$ cat src/ocr_pkg.sv
/*
  Shared constants for the output configuration register bank:
  register indices, field positions and values after reset.
  Assumes a 32-bit register bus where each register takes one
  word, so the byte address of a register is four times its index.
*/
package ocr_pkg;

  // register indices; byte address is four times the index
  localparam logic [7:0] OCR_IDX_PORT_SEL   = 8'h34;
  localparam logic [7:0] OCR_IDX_FLOOR_CTL  = 8'h35;
  localparam logic [7:0] OCR_IDX_EQ_FLOOR   = 8'h45;
  localparam logic [7:0] OCR_IDX_TX_MODE    = 8'h49;
  localparam logic [7:0] OCR_IDX_SWING      = 8'h4B;
  localparam logic [7:0] OCR_IDX_MON_SEL    = 8'h52;
  localparam logic [7:0] OCR_IDX_MON_EN     = 8'h56;

  // field positions
  localparam int OCR_POS_PORT_SEL   = 0;
  localparam int OCR_POS_FLOOR_EN   = 4;
  localparam int OCR_POS_MAP_STRAP  = 7;
  localparam int OCR_POS_MAP_OVR    = 6;
  localparam int OCR_POS_MAP_REG    = 5;
  localparam int OCR_POS_MON_SEL    = 7;
  localparam int OCR_POS_MON_EN     = 3;

  // values after reset
  localparam logic [7:0] OCR_RST_EQ_FLOOR = 8'h08;
  localparam logic [7:0] OCR_RST_SWING    = 8'h00;
  localparam logic [1:0] OCR_RST_FLOOR_EN = 2'h0;

  // strap sampler: stages filled before the pin level is trusted
  localparam logic [1:0] OCR_STRAP_FILL = 2'h3;

  // output mode codes
  localparam logic [1:0] OCR_PPM_DUAL      = 2'h0;
  localparam logic [1:0] OCR_PPM_DUAL_SWAP = 2'h1;
  localparam logic [1:0] OCR_PPM_SINGLE    = 2'h2;
  localparam logic [1:0] OCR_PPM_REPLICATE = 2'h3;

  // bus slave states
  typedef enum logic [3:0] {
    OCR_ST_IDLE   = 4'b0001,
    OCR_ST_WRITE  = 4'b0010,
    OCR_ST_RDWAIT = 4'b0100,
    OCR_ST_RDDONE = 4'b1000
  } ocr_bus_state_e;

endpackage

$ cat src/ocr_output_config_registers.sv
/*
  Output configuration register bank of a serial-link video
  deserializer, reached over AHB-Lite as the only slave.
  Assumes a decoded strap level on mode_strap_pin0 (bit 2 mapping
  mode, bits 1:0 output mode) and recovered link data on clk.
*/
// What this block does
// (RULE1) With the floor enabled, equalization starts from the 4-bit floor.
// (RULE2) With port 1 selected, floor writes go to port 1, reads show port 0.
// (RULE3) Mode register bit 7 is read-only and reports the strapped map mode.
// (RULE4) Mode register bit 6 is a writable override of the strapped mode.
// (RULE5) Mode register bit 5 holds the mapping mode used under override.
// (RULE6) The 2-bit output mode picks dual, swapped, single or replicated.
// (RULE7) The output mode loads from the strap at reset and stays writable.
// (RULE8) The 2-bit swing field resets to zero and picks one of four swings.
// (RULE9) Software selects port 1 before changing the port 1 swing.
// (RULE10) Monitor select bit 7 routes input 0 data when 0, input 1 when 1.
// (RULE11) Software sets the monitor enable so the driver sends the data.
// (RULE12) Software keeps the monitor select consistent with its twin field.
// (RULE13) Monitor enable bit 3 turns the driver on, and resets to off.
// (RULE14) Read-only reserved bits read zero; writable ones just store.
`timescale 1ns/1ns
`default_nettype none
module ocr_output_config_registers
  import ocr_pkg::*;
(
  input  wire logic        clk,
  input  wire logic        rstn,
  input  wire logic        hsel,
  input  wire logic [31:0] haddr,
  input  wire logic [1:0]  htrans,
  input  wire logic        hwrite,
  input  wire logic [2:0]  hsize,
  input  wire logic [31:0] hwdata,
  input  wire logic        hready,
  output logic      [31:0] hrdata,
  output logic             hreadyout,
  output logic             hresp,
  input  wire logic [2:0]  mode_strap_pin0,
  input  wire logic        link_in0,
  input  wire logic        link_in1,
  output logic      [3:0]  eq_floor_start_p0,
  output logic      [3:0]  eq_floor_start_p1,
  output logic      [1:0]  eq_floor_en,
  output logic             map_mode,
  output logic      [1:0]  pixel_port_mode,
  output logic      [1:0]  output_swing_sel_p0,
  output logic      [1:0]  output_swing_sel_p1,
  output logic             monitor_drv_en,
  output logic             monitor_out
);

  // word index match, shared by read and write decode
  function automatic logic hit(input logic [29:0] widx,
                               input logic [7:0]  idx);
    hit = (widx == {22'h0, idx});
  endfunction

  // bus slave state, captured word index and registered answer
  ocr_bus_state_e st_q, st_d;
  logic [29:0] aidx_q, aidx_d;
  logic [31:0] hrdata_d;
  logic        hreadyout_d;
  logic        take;

  // port select and equalizer floor settings; port 1 has its own floor
  logic        port_sel_q, port_sel_d;
  logic [1:0]  floor_en_q, floor_en_d;
  logic [3:0]  floor_p0_q, floor_p0_d;
  logic [3:0]  floor_p1_q, floor_p1_d;
  logic [3:0]  floor_hi_q, floor_hi_d;

  // mapping mode from strap or override, and pixel output mode
  logic        map_strap_q, map_strap_d;
  logic        map_ovr_q, map_ovr_d;
  logic        map_reg_q, map_reg_d;
  logic [1:0]  ppm_q, ppm_d;

  // swing copies per port; reserved bits stored with the code
  logic [7:0]  swing_p0_q, swing_p0_d;
  logic [7:0]  swing_p1_q, swing_p1_d;

  // loop-through monitor routing and driver enable
  logic        mon_sel_q, mon_sel_d;
  logic        mon_en_q, mon_en_d;
  logic        mon_out_d;

  // captured strap level and the low byte of the write data
  logic [2:0]  strap_val;
  logic        strap_load;
  logic [7:0]  wb;

  // strap level synchronised and captured once after reset release;
  // the pin is read nowhere else
  ocr_strap_sampler #(
    .W (3)
  ) u_strap (
    .clk          (clk),
    .rstn         (rstn),
    .strap_pin    (mode_strap_pin0),
    .strap_val_q  (strap_val),
    .strap_load_q (strap_load)
  );

  // a transfer is taken when selected, NONSEQ or SEQ (htrans[1] set) and the bus is ready;
  // only the low byte of a word carries register bits
  assign take = hsel && htrans[1] && hready;
  assign wb   = hwdata[7:0];

  // bus sequencing: writes need no wait, reads take one wait state
  always_comb
  begin
    st_d        = st_q;
    aidx_d      = aidx_q;
    hreadyout_d = 1'b1;
    case (st_q)
      OCR_ST_IDLE, OCR_ST_WRITE, OCR_ST_RDDONE:
      begin
        if (take)
        begin
          aidx_d = haddr[31:2];
          st_d   = hwrite ? OCR_ST_WRITE : OCR_ST_RDWAIT;
        end
        else
          st_d = OCR_ST_IDLE;
      end
      OCR_ST_RDWAIT:
        st_d = OCR_ST_RDDONE;
      default:
        st_d = OCR_ST_IDLE;
    endcase
    if (st_d == OCR_ST_RDWAIT)
      hreadyout_d = 1'b0;
  end

  // read data, built while the read waits so writes have landed
  always_comb
  begin
    hrdata_d = hrdata;
    if (st_q == OCR_ST_RDWAIT)
    begin
      hrdata_d = 32'h0000_0000; // unmapped reads as zero
      if (hit(aidx_q, OCR_IDX_PORT_SEL))
        hrdata_d[OCR_POS_PORT_SEL] = port_sel_q;
      if (hit(aidx_q, OCR_IDX_FLOOR_CTL))
        hrdata_d[OCR_POS_FLOOR_EN +: 2] = floor_en_q;
      if (hit(aidx_q, OCR_IDX_EQ_FLOOR))
        hrdata_d[7:0] = {floor_hi_q, floor_p0_q}; // RULE2
      if (hit(aidx_q, OCR_IDX_TX_MODE))
      begin
        hrdata_d[OCR_POS_MAP_STRAP] = map_strap_q; // RULE3
        hrdata_d[OCR_POS_MAP_OVR]   = map_ovr_q;
        hrdata_d[OCR_POS_MAP_REG]   = map_reg_q;
        hrdata_d[1:0]               = ppm_q; // bits 4:2 read zero RULE14
      end
      if (hit(aidx_q, OCR_IDX_SWING))
        hrdata_d[7:0] = port_sel_q ? swing_p1_q : swing_p0_q;
      if (hit(aidx_q, OCR_IDX_MON_SEL))
        hrdata_d[OCR_POS_MON_SEL] = mon_sel_q; // RULE14
      if (hit(aidx_q, OCR_IDX_MON_EN))
        hrdata_d[OCR_POS_MON_EN] = mon_en_q; // RULE14
    end
  end

  // register writes in the write data phase; strap load first
  always_comb
  begin
    port_sel_d  = port_sel_q;
    floor_en_d  = floor_en_q;
    floor_p0_d  = floor_p0_q;
    floor_p1_d  = floor_p1_q;
    floor_hi_d  = floor_hi_q;
    map_strap_d = map_strap_q;
    map_ovr_d   = map_ovr_q;
    map_reg_d   = map_reg_q;
    ppm_d       = ppm_q;
    swing_p0_d  = swing_p0_q;
    swing_p1_d  = swing_p1_q;
    mon_sel_d   = mon_sel_q;
    mon_en_d    = mon_en_q;
    if (strap_load)
    begin
      map_strap_d = strap_val[2]; // RULE3
      ppm_d       = strap_val[1:0]; // RULE7
    end
    // a mode register write in the same cycle overrides the strapped output mode, not the strapped map mode
    if (st_q == OCR_ST_WRITE)
    begin
      if (hit(aidx_q, OCR_IDX_PORT_SEL))
        port_sel_d = wb[OCR_POS_PORT_SEL];
      if (hit(aidx_q, OCR_IDX_FLOOR_CTL))
        floor_en_d = wb[OCR_POS_FLOOR_EN +: 2];
      // floor writes follow the port select; floor reads never do
      if (hit(aidx_q, OCR_IDX_EQ_FLOOR))
      begin
        floor_hi_d = wb[7:4]; // RULE14
        if (port_sel_q)
          floor_p1_d = wb[3:0]; // RULE2
        else
          floor_p0_d = wb[3:0];
      end
      if (hit(aidx_q, OCR_IDX_TX_MODE))
      begin
        map_ovr_d = wb[OCR_POS_MAP_OVR]; // RULE4
        map_reg_d = wb[OCR_POS_MAP_REG]; // RULE5
        ppm_d     = wb[1:0]; // RULE7
      end
      // the port select steers a swing write to one copy only
      if (hit(aidx_q, OCR_IDX_SWING))
      begin
        if (port_sel_q)
          swing_p1_d = wb; // RULE9
        else
          swing_p0_d = wb; // RULE8
      end
      if (hit(aidx_q, OCR_IDX_MON_SEL))
        mon_sel_d = wb[OCR_POS_MON_SEL]; // RULE10
      if (hit(aidx_q, OCR_IDX_MON_EN))
        mon_en_d = wb[OCR_POS_MON_EN]; // RULE13
    end
  end

  // monitor path: selected recovered data, quiet while disabled
  always_comb
  begin
    mon_out_d = 1'b0;
    if (mon_en_q)
      mon_out_d = mon_sel_q ? link_in1 : link_in0; // RULE10 RULE13
  end

  // bus and register state
  always_ff @(posedge clk or negedge rstn)
  begin
    if (!rstn)
    begin
      st_q        <= OCR_ST_IDLE;
      aidx_q      <= 30'h0000_0000;
      hrdata      <= 32'h0000_0000;
      hreadyout   <= 1'b1;
      hresp       <= 1'b0;
      port_sel_q  <= 1'b0;
      floor_en_q  <= OCR_RST_FLOOR_EN;
      floor_p0_q  <= OCR_RST_EQ_FLOOR[3:0];
      floor_p1_q  <= OCR_RST_EQ_FLOOR[3:0];
      floor_hi_q  <= OCR_RST_EQ_FLOOR[7:4];
      map_strap_q <= 1'b0;
      map_ovr_q   <= 1'b0;
      map_reg_q   <= 1'b0;
      ppm_q       <= OCR_PPM_DUAL;
      swing_p0_q  <= OCR_RST_SWING;
      swing_p1_q  <= OCR_RST_SWING;
      mon_sel_q   <= 1'b0;
      mon_en_q    <= 1'b0;
      monitor_out <= 1'b0;
    end
    else
    begin
      st_q        <= st_d;
      aidx_q      <= aidx_d;
      hrdata      <= hrdata_d;
      hreadyout   <= hreadyout_d;
      hresp       <= 1'b0; // always OKAY
      port_sel_q  <= port_sel_d;
      floor_en_q  <= floor_en_d;
      floor_p0_q  <= floor_p0_d;
      floor_p1_q  <= floor_p1_d;
      floor_hi_q  <= floor_hi_d;
      map_strap_q <= map_strap_d;
      map_ovr_q   <= map_ovr_d;
      map_reg_q   <= map_reg_d;
      ppm_q       <= ppm_d;
      swing_p0_q  <= swing_p0_d;
      swing_p1_q  <= swing_p1_d;
      mon_sel_q   <= mon_sel_d;
      mon_en_q    <= mon_en_d;
      monitor_out <= mon_out_d;
    end
  end

  // control outputs, one register stage behind the settings
  always_ff @(posedge clk or negedge rstn)
  begin
    if (!rstn)
    begin
      eq_floor_start_p0   <= OCR_RST_EQ_FLOOR[3:0];
      eq_floor_start_p1   <= OCR_RST_EQ_FLOOR[3:0];
      eq_floor_en         <= OCR_RST_FLOOR_EN;
      map_mode            <= 1'b0;
      pixel_port_mode     <= OCR_PPM_DUAL;
      output_swing_sel_p0 <= 2'h0;
      output_swing_sel_p1 <= 2'h0;
      monitor_drv_en      <= 1'b0;
    end
    else
    begin
      eq_floor_start_p0   <= floor_p0_q; // RULE1
      eq_floor_start_p1   <= floor_p1_q; // RULE1
      eq_floor_en         <= floor_en_q; // RULE1
      map_mode            <= map_ovr_q ? map_reg_q : map_strap_q; // RULE4 RULE5
      pixel_port_mode     <= ppm_q; // RULE6
      output_swing_sel_p0 <= swing_p0_q[1:0]; // RULE8
      output_swing_sel_p1 <= swing_p1_q[1:0]; // RULE8
      monitor_drv_en      <= mon_en_q; // RULE13
    end
  end

endmodule
`default_nettype wire

$ cat src/ocr_strap_sampler.sv
/*
  Strap sampler: brings the decoded mode-select strap level into
  the clock domain and captures it once after reset release.
  Assumes the strap pin is stable around reset release.
*/
`timescale 1ns/1ns
`default_nettype none
module ocr_strap_sampler
  import ocr_pkg::*;
#(
  parameter int W = 3
)(
  input  wire logic         clk,
  input  wire logic         rstn,
  input  wire logic [W-1:0] strap_pin,
  output logic     [W-1:0]  strap_val_q,
  output logic              strap_load_q
);

  logic [W-1:0] s1_q, s2_q, s3_q;
  logic [1:0]   fill_q, fill_d;
  logic         done_q, done_d;
  logic [W-1:0] strap_val_d;
  logic         strap_load_d;

  // capture once the last two stages agree after the chain filled
  always_comb
  begin
    fill_d       = fill_q;
    done_d       = done_q;
    strap_val_d  = strap_val_q;
    strap_load_d = 1'b0;
    if (fill_q != OCR_STRAP_FILL)
      fill_d = fill_q + 2'h1;
    else if (!done_q && (s2_q == s3_q))
    begin
      done_d       = 1'b1;
      strap_val_d  = s3_q;
      strap_load_d = 1'b1;
    end
  end

  // synchroniser chain and capture state
  always_ff @(posedge clk or negedge rstn)
  begin
    if (!rstn)
    begin
      s1_q         <= '0;
      s2_q         <= '0;
      s3_q         <= '0;
      fill_q       <= 2'h0;
      done_q       <= 1'b0;
      strap_val_q  <= '0;
      strap_load_q <= 1'b0;
    end
    else
    begin
      s1_q         <= strap_pin;
      s2_q         <= s1_q;
      s3_q         <= s2_q;
      fill_q       <= fill_d;
      done_q       <= done_d;
      strap_val_q  <= strap_val_d;
      strap_load_q <= strap_load_d;
    end
  end

endmodule
`default_nettype wire
$ cat config.mk
export PLATFORM = sky130hd
export DESIGN_NAME = ocr_output_config_registers
export DESIGN_NICKNAME = d
export VERILOG_FILES = /design/src/ocr_pkg.sv /design/src/ocr_output_config_registers.sv /design/src/ocr_strap_sampler.sv
export SDC_FILE = /design/constraint.sdc
export NUM_CORES = 1
export LEC_CHECK = 0
export ABC_AREA = 1
export CAP_MARGIN = 20
export CORE_MARGIN = 1.5
export CORE_UTILIZATION = 55
export CTS_CLUSTER_SIZE = 40
export DETAILED_ROUTE_END_ITERATION = 8
export DONT_BUFFER_PORTS = 1
export GPL_TIMING_DRIVEN = 0
export PLACE_DENSITY = 0.68
export SLEW_MARGIN = 20
export SYNTH_ARGS = -nofsm -noshare
export SYNTH_HDL_FRONTEND = slang
export SYNTH_SLANG_ARGS = --single-unit
$ cat constraint.sdc
create_clock -name clk -period 1.7 [get_ports clk]
set_input_delay 0.34 -clock clk [delete_from_list [all_inputs] [get_ports clk]]
set_output_delay 0.34 -clock clk [all_outputs]
set_load 0.05 [all_outputs]
==> impl_summary.txt, run 1 <==
----------------------------------------------------
[Timing]
  Worst hold slack ... -0.4871 ns
  Final critical path time including I/O delays and setup ... between 1.5 and 2 ns
  Number of hold violations in the final report ... 116
  Count of endpoints failing setup in the final report ... 0
  Setup repair after global routing missed its margin ... true
  Portion of the clock cycle consumed by the worst path in the final layout ... 99.41%
  Relative slew slack ... 62.76%
  Max-slew violation count ... 0
  Clock skew after layout ... 0.007423 ns
  Highest achievable clock rate ... 591.7 MHz
  Worst slew pin tran ... 0.5586 ns

[Routing]
  Vias post-DR ... 3746
  Final wirelength ... ~11000 um
  Number of design-rule violations left by the first detailed-router iteration ... 243
  Drt first pass iters ... 5
  Routed wirelength normalized by instance count ... 14.17 um
  Drt via density ... 5.035
  DR DRC count ... 0
  DRT antenna net count ... 0

[GRT]
  Global router's overall resource usage ... between 20% and 30%
  Pin count of the biggest net entering global routing ... 117
  Grt total ovfl ... 0
  Number of global-route vias before repair ... 3642
  Antenna violations before repair ... 0
  Global-route wire length before repair ... 17420 um

[Synth]
  Count of warnings emitted by yosys ... 0
  Synth Cell Area ... just under 5000 um^2
  Cells after synthesis ... ~520
  Count of cell types in the netlist ... 31
  Number of register bits inferred by synthesis ... about 120
  Mean instance size in the synthesized netlist ... around 9.3 um^2
  Sequential element share of the synthesized area ... 59.95%

[Setup path]
  Slowest cell on the critical path ... sky130_fd_sc_hd__dfstp_2
  Most frequent CP cell ... sky130_fd_sc_hd__nand2_1
  Nature of the critical path endpoint ... flip-flop
  Highest fanout seen on the critical path ... 8
  WP data arrival ... roughly 2.1 ns
  Cell depth of the worst flop-to-flop path ... 11
  Cell Chain, Critical Path ... nor2_4 > inv_2 > nand2_1 > nand2_1 > o211ai_1 > or2_1 > buf_6 > inv_8 > clkbuf_16 > nand2_1 > o21ai_1
  Required time reported for the critical path endpoint ... 2.13 ns
  Crit start category ... flip-flop
  Critical path's largest stage delay ... 0.59 ns
  Critical setup path kind ... reg2reg

[Final layout]
  Area Overhead vs Synth ... 33.04%
  Ratio of cells with drive above 1 in the final layout ... 22.64%
  Number of fill cells ... between 500 and 600
  Post-layout nets ... between 700 and 800
  Multi-input logic area ... 1690 um^2
  Area of all sequential standard cells ... 2910 um^2
  Count of antenna diodes in the layout ... 0

[Power]
  Post-layout power ... 7.790 mW
  VDD IR-drop max ... 0.9001 mV
  PD cells ... around 1200 nW/um^2
  Fraction of power consumed by sequential logic ... a little over two fifths
  Clock network fraction of total power ... 47.8%
  Internal power ... 5.783 mW
  Sw frac ... 25.76%
  Static leakage power ... 3.196 nW
  Switching component of the power ... approximately 2.0 mW
  Part of the total power dissipated in combinational logic ... 10.3%

[Placement]
  Final HPWL from detailed placement ... 6420 um
  Routability congestion estimate ... 0.8133
  Buffers on Ports ... 0

[Hold path]
  Class of the worst hold path ... in2async

[Floorplanning]
  Effective utilization at floorplan ... 56.22%
  Die X ... ~97 um
  # rows ... 34
  Die extent in y ... 96.95 um
  Core region area ... 8636 um^2
  Number of primary I/O pins ... ~130
  Die area ... 9399 um^2

[Clock network]
  Maximum number of buffers from clock root to sink ... 2
  Clock root cell ... sky130_fd_sc_hd__clkbuf_8
  Clk slew on worst S/H paths ... 0.06 ns
  TritonCTS clock tree ... built
  Hold_buf cts ... 37
  Source-to-sink clock delay at the later pin of the worst-skew pair ... 0.52 ns
  Clock sink total ... 116
  Total number of H-tree levels ... 4
  Clock buffer count from CTS ... 17

[Outcome]
  Status ... complete, but fails checks
  Violations in the final reports ... hold timing

[Flow run]
  Max-cap violations ... 0

----------------------------------------------------
## repair_timing
item	CTS	global route
resized for setup	12	58
gates cloned	1	2
endpoints found under the setup margin	70	74
setup buffers	5	15
pin swaps	3	11
hold endpoints to repair	155	116
## through the flow
stage	instance area, um^2	std cells	setup TNS [ns]	util (%)	setup WS (ns)
floorplan	4945	545	0	-	0.09872
global placement	5080	653	-1.427	58.82	-0.09927
detailed placement	5080	653	-3.376	58.82	-0.1193
CTS	6162	727	0	71.36	0.004411
global route	6459	744	-2.541	74.79	-0.09212
finish	6459	744	0	74.79	0.009975
## state kept, by name (all words and copies together), names as in the netlist, 3 cells and up
register and count:
aidx_q 30, eq_floor_start_p0 4, eq_floor_start_p1 4, floor_hi_q 4
floor_p0_q 4, floor_p1_q 4, hrdata 8, st_q 4
swing_p0_q 8, swing_p1_q 8, u_strap.s1_q 3, u_strap.s2_q 3
u_strap.s3_q 3, u_strap.strap_val_q 3
## cell families (layout without fill, tap and decap cells)
| logic type | Yosys count | after routing | synth area share, % |
|---|---|---|---|
| compound gates | 80 | 80 | 8.351 |
| xor+xnor | 2 | 2 | 0.3609 |
| fa+ha+maj | 1 | 1 | 0.2577 |
| buf+inv | 88 | 179 | 9.536 |
| flops | 116 | 116 | 59.95 |
| mux | 4 | 4 | 0.8505 |
| other cells | 1 | 25 | 0.07725 |
| simple gates | 229 | 229 | 20.62 |
## cells in the mapped netlist
cell type,instances,area (um^2)
sky130_fd_sc_hd__buf_6,3,33.78
sky130_fd_sc_hd__conb_1,1,3.750
sky130_fd_sc_hd__clkbuf_1,2,7.510
sky130_fd_sc_hd__o211ai_1,2,15.01
sky130_fd_sc_hd__nand3_4,2,35.03
sky130_fd_sc_hd__mux2i_1,3,30.03
sky130_fd_sc_hd__xnor2_1,1,8.760
sky130_fd_sc_hd__xor2_1,1,8.760
sky130_fd_sc_hd__o21ai_0,49,245.2
sky130_fd_sc_hd__nor2_2,1,6.260
sky130_fd_sc_hd__nor2_1,25,93.84
sky130_fd_sc_hd__dfstp_2,6,157.7
sky130_fd_sc_hd__inv_4,1,6.260
sky130_fd_sc_hd__nor3_1,3,15.01
sky130_fd_sc_hd__buf_2,5,25.02
sky130_fd_sc_hd__buf_4,27,202.7
sky130_fd_sc_hd__nand2_2,2,12.51
sky130_fd_sc_hd__inv_1,48,180.2
sky130_fd_sc_hd__ha_1,1,12.51
sky130_fd_sc_hd__or2_1,1,6.260
sky130_fd_sc_hd__nand2_1,161,604.3
sky130_fd_sc_hd__clkinv_1,1,3.750
sky130_fd_sc_hd__a21oi_1,7,35.03
sky130_fd_sc_hd__nand4_1,5,31.28
sky130_fd_sc_hd__nand3_1,24,120.1
sky130_fd_sc_hd__inv_2,1,3.750
sky130_fd_sc_hd__o21ai_1,22,110.1
sky130_fd_sc_hd__mux2_2,1,11.26
sky130_fd_sc_hd__nand4_4,2,42.54
sky130_fd_sc_hd__nor2_4,3,33.78
sky130_fd_sc_hd__dfrtp_1,110,2753
## worst paths after layout
path                            startpoint               to  slack (ns)
max                                st_q[0]       aidx_q[10]        0.01
min                                   rstn        aidx_q[2]       -0.49
max reg2reg                        st_q[0]       aidx_q[10]        0.01
min reg2reg                u_strap.s1_q[1]  u_strap.s2_q[1]        0.35
max in group asynchronous             rstn          st_q[0]        1.93
min in group clk                  link_in0      monitor_out        0.03
## critical path, delay by kind of cell (launching register included)
family / cells / cell delay [ns]
AOI/OAI and AO/OA: 2 / 0.17
buffers and inverters: 4 / 0.42
DFF: 1 / 0.59
and+or+nand+nor: 5 / 0.42
## power by group through the flow
stage	combinational [mW]	sequential (mW)	clock, mW
after floorplan	0.532	3.26	0
after global placement	0.590	3.30	0
after detailed placement	0.611	3.31	0
after CTS	0.707	3.27	3.77
after global routing	0.888	3.30	3.90
final	0.800	3.27	3.72
## placed cells by master (no fill, tap or decap), types with 4 or more instances in the layout
cell,netlist,routed
sky130_fd_sc_hd__nand2_1,161,144
sky130_fd_sc_hd__conb_1,1,25
sky130_fd_sc_hd__a21oi_1,7,6
sky130_fd_sc_hd__nand2_2,2,17
sky130_fd_sc_hd__nor2_2,1,4
sky130_fd_sc_hd__inv_2,1,4
sky130_fd_sc_hd__dlygate4sd3_1,0,37
sky130_fd_sc_hd__buf_4,27,44
sky130_fd_sc_hd__o21ai_2,0,4
sky130_fd_sc_hd__o21ai_0,49,43
sky130_fd_sc_hd__dfstp_2,6,6
sky130_fd_sc_hd__dfrtp_1,110,110
sky130_fd_sc_hd__nand4_1,5,5
sky130_fd_sc_hd__bufinv_16,0,4
sky130_fd_sc_hd__clkbuf_16,0,17
sky130_fd_sc_hd__buf_8,0,4
sky130_fd_sc_hd__o21ai_1,22,24
sky130_fd_sc_hd__nor2_4,3,7
sky130_fd_sc_hd__nor2_1,25,18
sky130_fd_sc_hd__buf_6,3,4
sky130_fd_sc_hd__inv_6,0,4
sky130_fd_sc_hd__nand3_1,24,22
sky130_fd_sc_hd__clkinv_4,0,5
sky130_fd_sc_hd__inv_1,48,44
## per-layer routing
layer,up-vias,track usage (%),wire length (um)
met5,-,0,0
met2,139,37.49,5100
li1,1822,-,-
met1,1763,30.72,4525
met3,22,7.009,697
met4,0,7.581,219
## layout make-up
cell class                      instances  area share, %
Buffer                                 36          4.669
Clock buffer                           18          6.625
Clock inverter                         14          3.100
Inverter                               51          3.235
Multi-Input combinational cell        341          26.17
Sequential cell                       116          45.06
Tap cell                              108          2.092
Timing Repair Buffer                   59          8.873
Timing Repair inverter                  1         0.1744
(Power assumes the default switching activity.)
==> run 2: changes to the inputs <==
Settings changed: CORE_MARGIN 1.5 to 2, RECOVER_POWER set to 25.
==> run 2 against run 1 <==
  * Sequential cell count stayed put
  * Sequential power barely moved
  * The flow finishes with violations (hold timing, setup timing)
  * Cell count shrank 0.40%
  * Fmax shrank 0.84%
  * Total power down 8.4%
==> impl_summary.txt, run 2 (synthesis results as in run 1) <==
----------------------------------------------------
[Timing]
  Setup repair after global routing missed its margin ... true (unchanged)
  Portion of the clock cycle consumed by the worst path in the final layout ... 100.3% (was 99.41%)
  Number of hold violations in the final report ... 116 (unchanged)
  Final worst setup slack ... -0.004302 ns (was 0.009975 ns)
  Worst slew pin tran ... 0.5891 ns (was 0.5586 ns)
  Clock skew after layout ... 0.01293 ns (was 0.007423 ns)
  Fin Setup TNS ... -0.004302 ns (was 0 ns)
  Worst hold slack ... -0.4806 ns (was -0.4871 ns)
  Highest achievable clock rate ... 586.8 MHz (was 591.7 MHz)
  Max-slew violation count ... 0 (unchanged)
  Relative slew slack ... 60.73% (was 62.76%)
  Final critical path time including I/O delays and setup ... 1.704 ns (was 1.690 ns)
  Count of endpoints failing setup in the final report ... 1 (was 0)

[Setup path]
  Worst Path Buf+Inv ... 2 (was 4)
  Cell Chain, Critical Path ... inv_2 > nand2_1 > nor2_2 > nand2_4 > buf_4 > nor2_4 > nand3_1 > o21ai_0 > o21ai_0 > nand2_1 (was nor2_4 > inv_2 > nand2_1 > nand2_1 > o211ai_1 > or2_1 > buf_6 > inv_8 > clkbuf_16 > nand2_1 > o21ai_1)
  Required time reported for the critical path endpoint ... 2.15 ns (was 2.13 ns)
  Nature of the critical path endpoint ... flip-flop (unchanged)
  Crit start category ... flip-flop (unchanged)
  Critical setup path kind ... reg2reg (unchanged)
  Highest fanout seen on the critical path ... 6 (was 8)
  FF-to-FF setup slack ... -0.004 ns (was 0.01 ns)
  Gate family responsible for the most delay along the worst path ... simple AND/OR/NAND/NOR gates (was flip-flops)
  WP data arrival ... 2.15 ns (was 2.12 ns)
  Slowest cell on the critical path ... sky130_fd_sc_hd__dfrtp_1 (was sky130_fd_sc_hd__dfstp_2)
  Critical path's largest stage delay ... 0.39 ns (was 0.59 ns)

[Power]
  Clock network fraction of total power ... 43.2% (was 47.8%)
  Switching component of the power ... 2.014 mW (was 2.007 mW)
  VDD IR-drop max ... 0.6846 mV (was 0.9001 mV)
  PD cells ... 1139 nW/um^2 (was 1206 nW/um^2)
  Post-layout power ... 7.136 mW (was 7.790 mW)
  Part of the total power dissipated in combinational logic ... 10.9% (was 10.3%)
  Sw frac ... 28.22% (was 25.76%)
  Fraction of power consumed by sequential logic ... 46.0% (was 42.0%)
  Static leakage power ... 3.092 nW (was 3.196 nW)
  Internal power ... 5.122 mW (was 5.783 mW)

[Final layout]
  Flip-flop count of the largest register, all copies and words added ... 30 (unchanged)
  Highest-count cells in the layout ignoring fill and taps ... sky130_fd_sc_hd__nand2_1 (155), sky130_fd_sc_hd__dfrtp_1 (110), sky130_fd_sc_hd__inv_1 (44), sky130_fd_sc_hd__buf_4 (42), sky130_fd_sc_hd__o21ai_0 (38) (was sky130_fd_sc_hd__nand2_1 (144), sky130_fd_sc_hd__dfrtp_1 (110), sky130_fd_sc_hd__inv_1 (44), sky130_fd_sc_hd__buf_4 (44), sky130_fd_sc_hd__o21ai_0 (43))
  Ratio of cells with drive above 1 in the final layout ... 20.06% (was 22.64%)
  Register bank with the most flops ... aidx_q (unchanged)
  Count of non-filler cells in the finished layout ... 741 (was 744)
  Post-layout nets ... 700 (was 703)
  Count of antenna diodes in the layout ... 0 (unchanged)
  Final design area excluding fillers ... 6267 um^2 (was 6459 um^2)
  Area Overhead vs Synth ... 29.10% (was 33.04%)
  Most common library cell in the layout ignoring fill and taps ... sky130_fd_sc_hd__nand2_1 (unchanged)

[GRT]
  Global router's overall resource usage ... 23.00% (was 23.41%)
  Grt total ovfl ... 0 (unchanged)
  Antenna violations before repair ... 0 (unchanged)
  Global-route wire length before repair ... 17380 um (was 17420 um)
  Number of global-route vias before repair ... 3682 (was 3642)
  Pin count of the biggest net entering global routing ... 117 (unchanged)

[Clock network]
  Source-to-sink clock delay at the later pin of the worst-skew pair ... 0.52 ns (about the same)
  Hold_buf cts ... 37 (unchanged)
  Clock buffer count from CTS ... 17 (unchanged)
  Clock sink total ... 116 (unchanged)
  Maximum number of buffers from clock root to sink ... 2 (unchanged)
  Clk slew on worst S/H paths ... 0.06 ns (about the same)
  TritonCTS clock tree ... built (unchanged)
  Clock root cell ... sky130_fd_sc_hd__clkbuf_8 (unchanged)
  Total number of H-tree levels ... 4 (unchanged)

[Floorplanning]
  Die extent in y ... 97.95 um (was 96.95 um)
  Number of primary I/O pins ... 132 (unchanged)
  # rows ... 34 (unchanged)
  Effective utilization at floorplan ... 56.22% (unchanged)
  Die area ... 9594 um^2 (was 9399 um^2)
  Die X ... 97.95 um (was 96.95 um)
  Core region area ... 8636 um^2 (unchanged)

[Routing]
  Final wirelength ... 10790 um (was 10540 um)
  Number of design-rule violations left by the first detailed-router iteration ... 267 (was 243)
  Vias post-DR ... 3838 (was 3746)
  Drt first pass iters ... 5 (unchanged)
  Routed wirelength normalized by instance count ... 14.56 um (was 14.17 um)
  DRT antenna net count ... 0 (unchanged)
  Drt via density ... 5.179 (was 5.035)
  DR DRC count ... 0 (unchanged)

[Placement]
  Final HPWL from detailed placement ... 6287 um (was 6420 um)
  Area after DPL ... 5080 um^2 (unchanged)
  Buffers on Ports ... 0 (unchanged)
  Routability congestion estimate ... 0.8181 (was 0.8133)
  Cells after DPL ... 653 (unchanged)

[Hold path]
  Class of the worst hold path ... in2async (unchanged)

[Outcome]
  Status ... complete, but fails checks (unchanged)
  Violations in the final reports ... hold timing, setup timing (was hold timing)

[Flow run]
  Max-cap violations ... 0 (unchanged)

----------------------------------------------------
run 2: final timing paths:
path / endpoint / startpoint / cells after the start
setup / recovery: hrdata[1] / aidx_q[12] / 10
hold / removal: aidx_q[13] / rstn / 0
setup reg to reg: hrdata[1] / aidx_q[12] / 10
hold reg to reg: u_strap.s2_q[2] / u_strap.s1_q[2] / 0
max in group asynchronous: st_q[0] / rstn / 0
min in group clk: monitor_out / link_in0 / 2
run 2: layout make-up:
cell class	count	area (um^2)
fillers	644	2369
clock inverters	15	108.9
well taps	108	135.1
flip-flops and latches	116	2910
multi-input cells	342	1654
repair buffers	56	536.8
clock buffers	17	414.1
inverters	51	206.4
plain buffers	36	301.5
run 2: stage by stage:
stage          utilization [%]  setup slack [ns]
3_5_place_dp             58.82           -0.1123
4_1_cts                  69.76          0.007902
5_1_grt                  72.57          -0.09029
6_report                 72.57         -0.004302
2_1_floorplan                -           0.09872
3_3_place_gp             58.82           -0.1067
run 2: power groups by stage:
stage / Combinational (mW) / Sequential, mW / Clock [mW]
final: 0.776 / 3.28 / 3.08
after global routing: 0.861 / 3.30 / 3.26
after detailed placement: 0.610 / 3.31 / 0
after global placement: 0.591 / 3.30 / 0
after CTS: 0.695 / 3.27 / 3.13
after floorplan: 0.532 / 3.26 / 0
run 2: layer usage:
metal	vias up	track usage [%]	routed length, um
met3	27	6.872	692
met5	-	0	0
met1	1857	29.66	4489
li1	1813	-	-
met2	141	36.78	5357
met4	0	9.188	248
run 2: what timing repair did:
item,CTS,global route
buffers inserted,5,12
gates cloned,0,3
pin swaps,2,7
hold endpoints to repair,155,116
gates resized for setup,7,54
setup endpoints to repair,67,76
==> run 3: changes to the inputs <==
--- a/config.mk
+++ b/config.mk
@@ -10,3 +10,3 @@
 export CORE_MARGIN = 2
-export CORE_UTILIZATION = 55
+export CORE_UTILIZATION = 40
 export CTS_CLUSTER_SIZE = 40
@@ -15,3 +15,3 @@
 export GPL_TIMING_DRIVEN = 0
-export PLACE_DENSITY = 0.68
+export PLACE_DENSITY = 0.52
 export RECOVER_POWER = 25
==> constraint.sdc (replaced) <==
create_clock -name clk -period 1.7 [get_ports clk]
set_input_delay 0 -clock clk [delete_from_list [all_inputs] [get_ports clk]]
set_output_delay 0 -clock clk [all_outputs]
set_load 0.05 [all_outputs]
==> run 3 against run 2 <==
  * The run ends with hold timing left
  * Core utilization down 17 points
  * Via count down 3.3%
  * Sequential cell count unchanged
  * Non-clock buffer count up 5
  * Critical path depth down 2
  * Count of clock-buffer cells in the layout up 3
  * Routed wire length up 3.7%
==> impl_summary.txt, run 3 (synthesis results as in run 1) <==
----------------------------------------------------
[Final layout]
  Highest-count cells in the layout ignoring fill and taps ... sky130_fd_sc_hd__nand2_1 (146), sky130_fd_sc_hd__dfrtp_1 (109), sky130_fd_sc_hd__inv_1 (44), sky130_fd_sc_hd__dlygate4sd3_1 (44), sky130_fd_sc_hd__o21ai_0 (39) (was sky130_fd_sc_hd__nand2_1 (155), sky130_fd_sc_hd__dfrtp_1 (110), sky130_fd_sc_hd__inv_1 (44), sky130_fd_sc_hd__buf_4 (42), sky130_fd_sc_hd__o21ai_0 (38))
  Ratio of cells with drive above 1 in the final layout ... 22.19% (was 20.06%)
  Count of antenna diodes in the layout ... 0 (unchanged)
  Flip-flop count of the largest register, all copies and words added ... 30 (unchanged)
  Final design area excluding fillers ... 6648 um^2 (was 6267 um^2)
  Count of non-filler cells in the finished layout ... 787 (was 741)
  Post-layout nets ... 707 (was 700)
  Number of fill cells ... 1084 (was 644)
  Most common library cell in the layout ignoring fill and taps ... sky130_fd_sc_hd__nand2_1 (unchanged)
  Register bank with the most flops ... aidx_q (unchanged)
  Area Overhead vs Synth ... 36.93% (was 29.10%)

[Clock network]
  Maximum number of buffers from clock root to sink ... 2 (unchanged)
  Total number of H-tree levels ... 4 (unchanged)
  Clock buffer count from CTS ... 17 (unchanged)
  Source-to-sink clock delay at the later pin of the worst-skew pair ... 0.41 ns (was 0.52 ns)
  Clk slew on worst S/H paths ... 0.06 ns (about the same)
  Clock root cell ... sky130_fd_sc_hd__clkbuf_16 (was sky130_fd_sc_hd__clkbuf_8)
  Hold_buf cts ... 44 (was 37)
  Clock sink total ... 116 (unchanged)
  TritonCTS clock tree ... built (unchanged)

[Floorplanning]
  Core region area ... 11910 um^2 (was 8636 um^2)
  Number of primary I/O pins ... 132 (unchanged)
  Die area ... 13030 um^2 (was 9594 um^2)
  Effective utilization at floorplan ... 40.76% (was 56.22%)
  # rows ... 40 (was 34)
  Die X ... 114.2 um (was 97.95 um)
  Die extent in y ... 114.2 um (was 97.95 um)

[Timing]
  Portion of the clock cycle consumed by the worst path in the final layout ... 99.22% (was 100.3%)
  Count of endpoints failing setup in the final report ... 0 (was 1)
  Worst slew pin tran ... 0.5270 ns (was 0.5891 ns)
  Max-slew violation count ... 0 (unchanged)
  Worst hold slack ... -0.7092 ns (was -0.4806 ns)
  Setup repair after global routing missed its margin ... true (unchanged)
  Final worst setup slack ... 0.01329 ns (was -0.004302 ns)
  Highest achievable clock rate ... 592.9 MHz (was 586.8 MHz)
  Final critical path time including I/O delays and setup ... 1.687 ns (was 1.704 ns)
  Clock skew after layout ... 0.01196 ns (was 0.01293 ns)
  Number of hold violations in the final report ... 116 (unchanged)
  Relative slew slack ... 64.86% (was 60.73%)

[GRT]
  Antenna violations before repair ... 0 (unchanged)
  Grt total ovfl ... 0 (unchanged)
  Global router's overall resource usage ... 17.62% (was 23.00%)
  Global-route wire length before repair ... 17580 um (was 17380 um)
  Number of global-route vias before repair ... 3533 (was 3682)
  Pin count of the biggest net entering global routing ... 117 (unchanged)

[Setup path]
  Highest fanout seen on the critical path ... 8 (was 6)
  Cell depth of the worst flop-to-flop path ... 8 (was 10)
  Required time reported for the critical path endpoint ... 2.02 ns (was 2.15 ns)
  Nature of the critical path endpoint ... flip-flop (unchanged)
  Critical setup path kind ... reg2reg (unchanged)
  Crit start category ... flip-flop (unchanged)
  WP data arrival ... 2.01 ns (was 2.15 ns)

[Power]
  PD cells ... 1196 nW/um^2 (was 1139 nW/um^2)
  Post-layout power ... 7.948 mW (was 7.136 mW)
  VDD IR-drop max ... 0.5818 mV (was 0.6846 mV)
  Static leakage power ... 3.226 nW (was 3.092 nW)

[Routing]
  DR DRC count ... 0 (unchanged)
  Drt first pass iters ... 4 (was 5)
  Vias post-DR ... 3710 (was 3838)
  Routed wirelength normalized by instance count ... 14.21 um (was 14.56 um)
  Final wirelength ... 11190 um (was 10790 um)
  Drt via density ... 4.714 (was 5.179)
  Number of design-rule violations left by the first detailed-router iteration ... 131 (was 267)
  DRT antenna net count ... 0 (unchanged)

[Placement]
  Final HPWL from detailed placement ... 6864 um (was 6287 um)
  Worst Setup Slack post-DPL ... -0.1789 ns (was -0.1123 ns)
  Area after DPL ... 5129 um^2 (was 5080 um^2)
  Cells after DPL ... 692 (was 653)
  Routability congestion estimate ... 0.7799 (was 0.8181)
  Buffers on Ports ... 0 (unchanged)

[Flow run]
  Max-cap violations ... 0 (unchanged)

[Outcome]
  Status ... complete, but fails checks (unchanged)
  Violations in the final reports ... hold timing (was hold timing, setup timing)

[Hold path]
  Class of the worst hold path ... in2async (unchanged)

----------------------------------------------------
## run 3: cell types whose count changed in the layout (fill, tap and decap cells not counted), sizes merged
| cell | delta |
|---|---|
| dlygate4sd3 | +7 |
| bufinv | +5 |
| clkbuf | +5 |
| buf | -4 |
| clkinv | -4 |
| clkinvlp | -2 |
| inv | -1 |
| nand4 | +1 |
## run 3: metal layers
metal  wire length (um)  up-vias  GRT usage [%]  share of wire (%)
met1               4751     1772          22.04                 42
met2               5701      104          28.69                 51
met3                605       12          5.188                5.4
li1                   -     1822              -                  -
met5                  0        -              0                  0
met4                127        0          7.236                1.1
## run 3: area by class of cell
type	instances	area (um^2)	area share, %
Tap cell	147	183.9	2.767
Timing Repair inverter	1	8.758	0.1318
Sequential cell	116	2912	43.80
Inverter	51	212.7	3.200
Clock inverter	12	203.9	3.068
Multi-Input combinational cell	343	1724	25.94
Timing Repair Buffer	62	655.6	9.863
Buffer	35	300.3	4.517
Clock buffer	20	446.7	6.719
## run 3: report_power, final
group | switching, mW | internal (mW) | total [mW]
Sequential | 0.243 | 3.03 | 3.27
Clock | 1.24 | 2.64 | 3.88
Combinational | 0.474 | 0.322 | 0.796
Total | 1.96 | 5.99 | 7.95
## run 3: worst max-delay path, stage by stage, from the launching register on
cell	delay (ns)
sky130_fd_sc_hd__dfrtp_1	0.37
sky130_fd_sc_hd__inv_2	0.06
sky130_fd_sc_hd__nand2_1	0.08
sky130_fd_sc_hd__nor2_2	0.19
sky130_fd_sc_hd__nand2_4	0.12
sky130_fd_sc_hd__nor2_4	0.23
sky130_fd_sc_hd__buf_4	0.17
sky130_fd_sc_hd__nand4_4	0.15
sky130_fd_sc_hd__o21ai_0	0.22
## run 3: stage by stage
| stage | setup TNS [ns] | utilization (%) |
|---|---|---|
| finish | 0 | 55.81 |
| global placement | -2.945 | 43.06 |
| detailed placement | -4.416 | 43.06 |
| global route | -1.709 | 55.81 |
| CTS | 0 | 52.83 |
| floorplan | 0 | - |
## run 3: path summary, 6_finish.rpt
check | startpoint | to | slack [ns]
setup / recovery | aidx_q[14] | swing_p0_q[7] | 0.01
hold / removal | rstn | hrdata[7] | -0.71
setup reg to reg | aidx_q[14] | swing_p0_q[7] | 0.01
hold reg to reg | u_strap.s1_q[0] | u_strap.s2_q[0] | 0.35
max in group asynchronous | rstn | hreadyout | 2.16
min in group clk | htrans[1] | aidx_q[6] | 0.06
## run 3: repair_timing
item	4_1_cts	5_1_grt
pin swaps	3	11
hold endpoints to repair	190	116
gates resized for setup	10	67
setup buffers	5	11
endpoints found under the setup margin	64	76
gates cloned	0	5
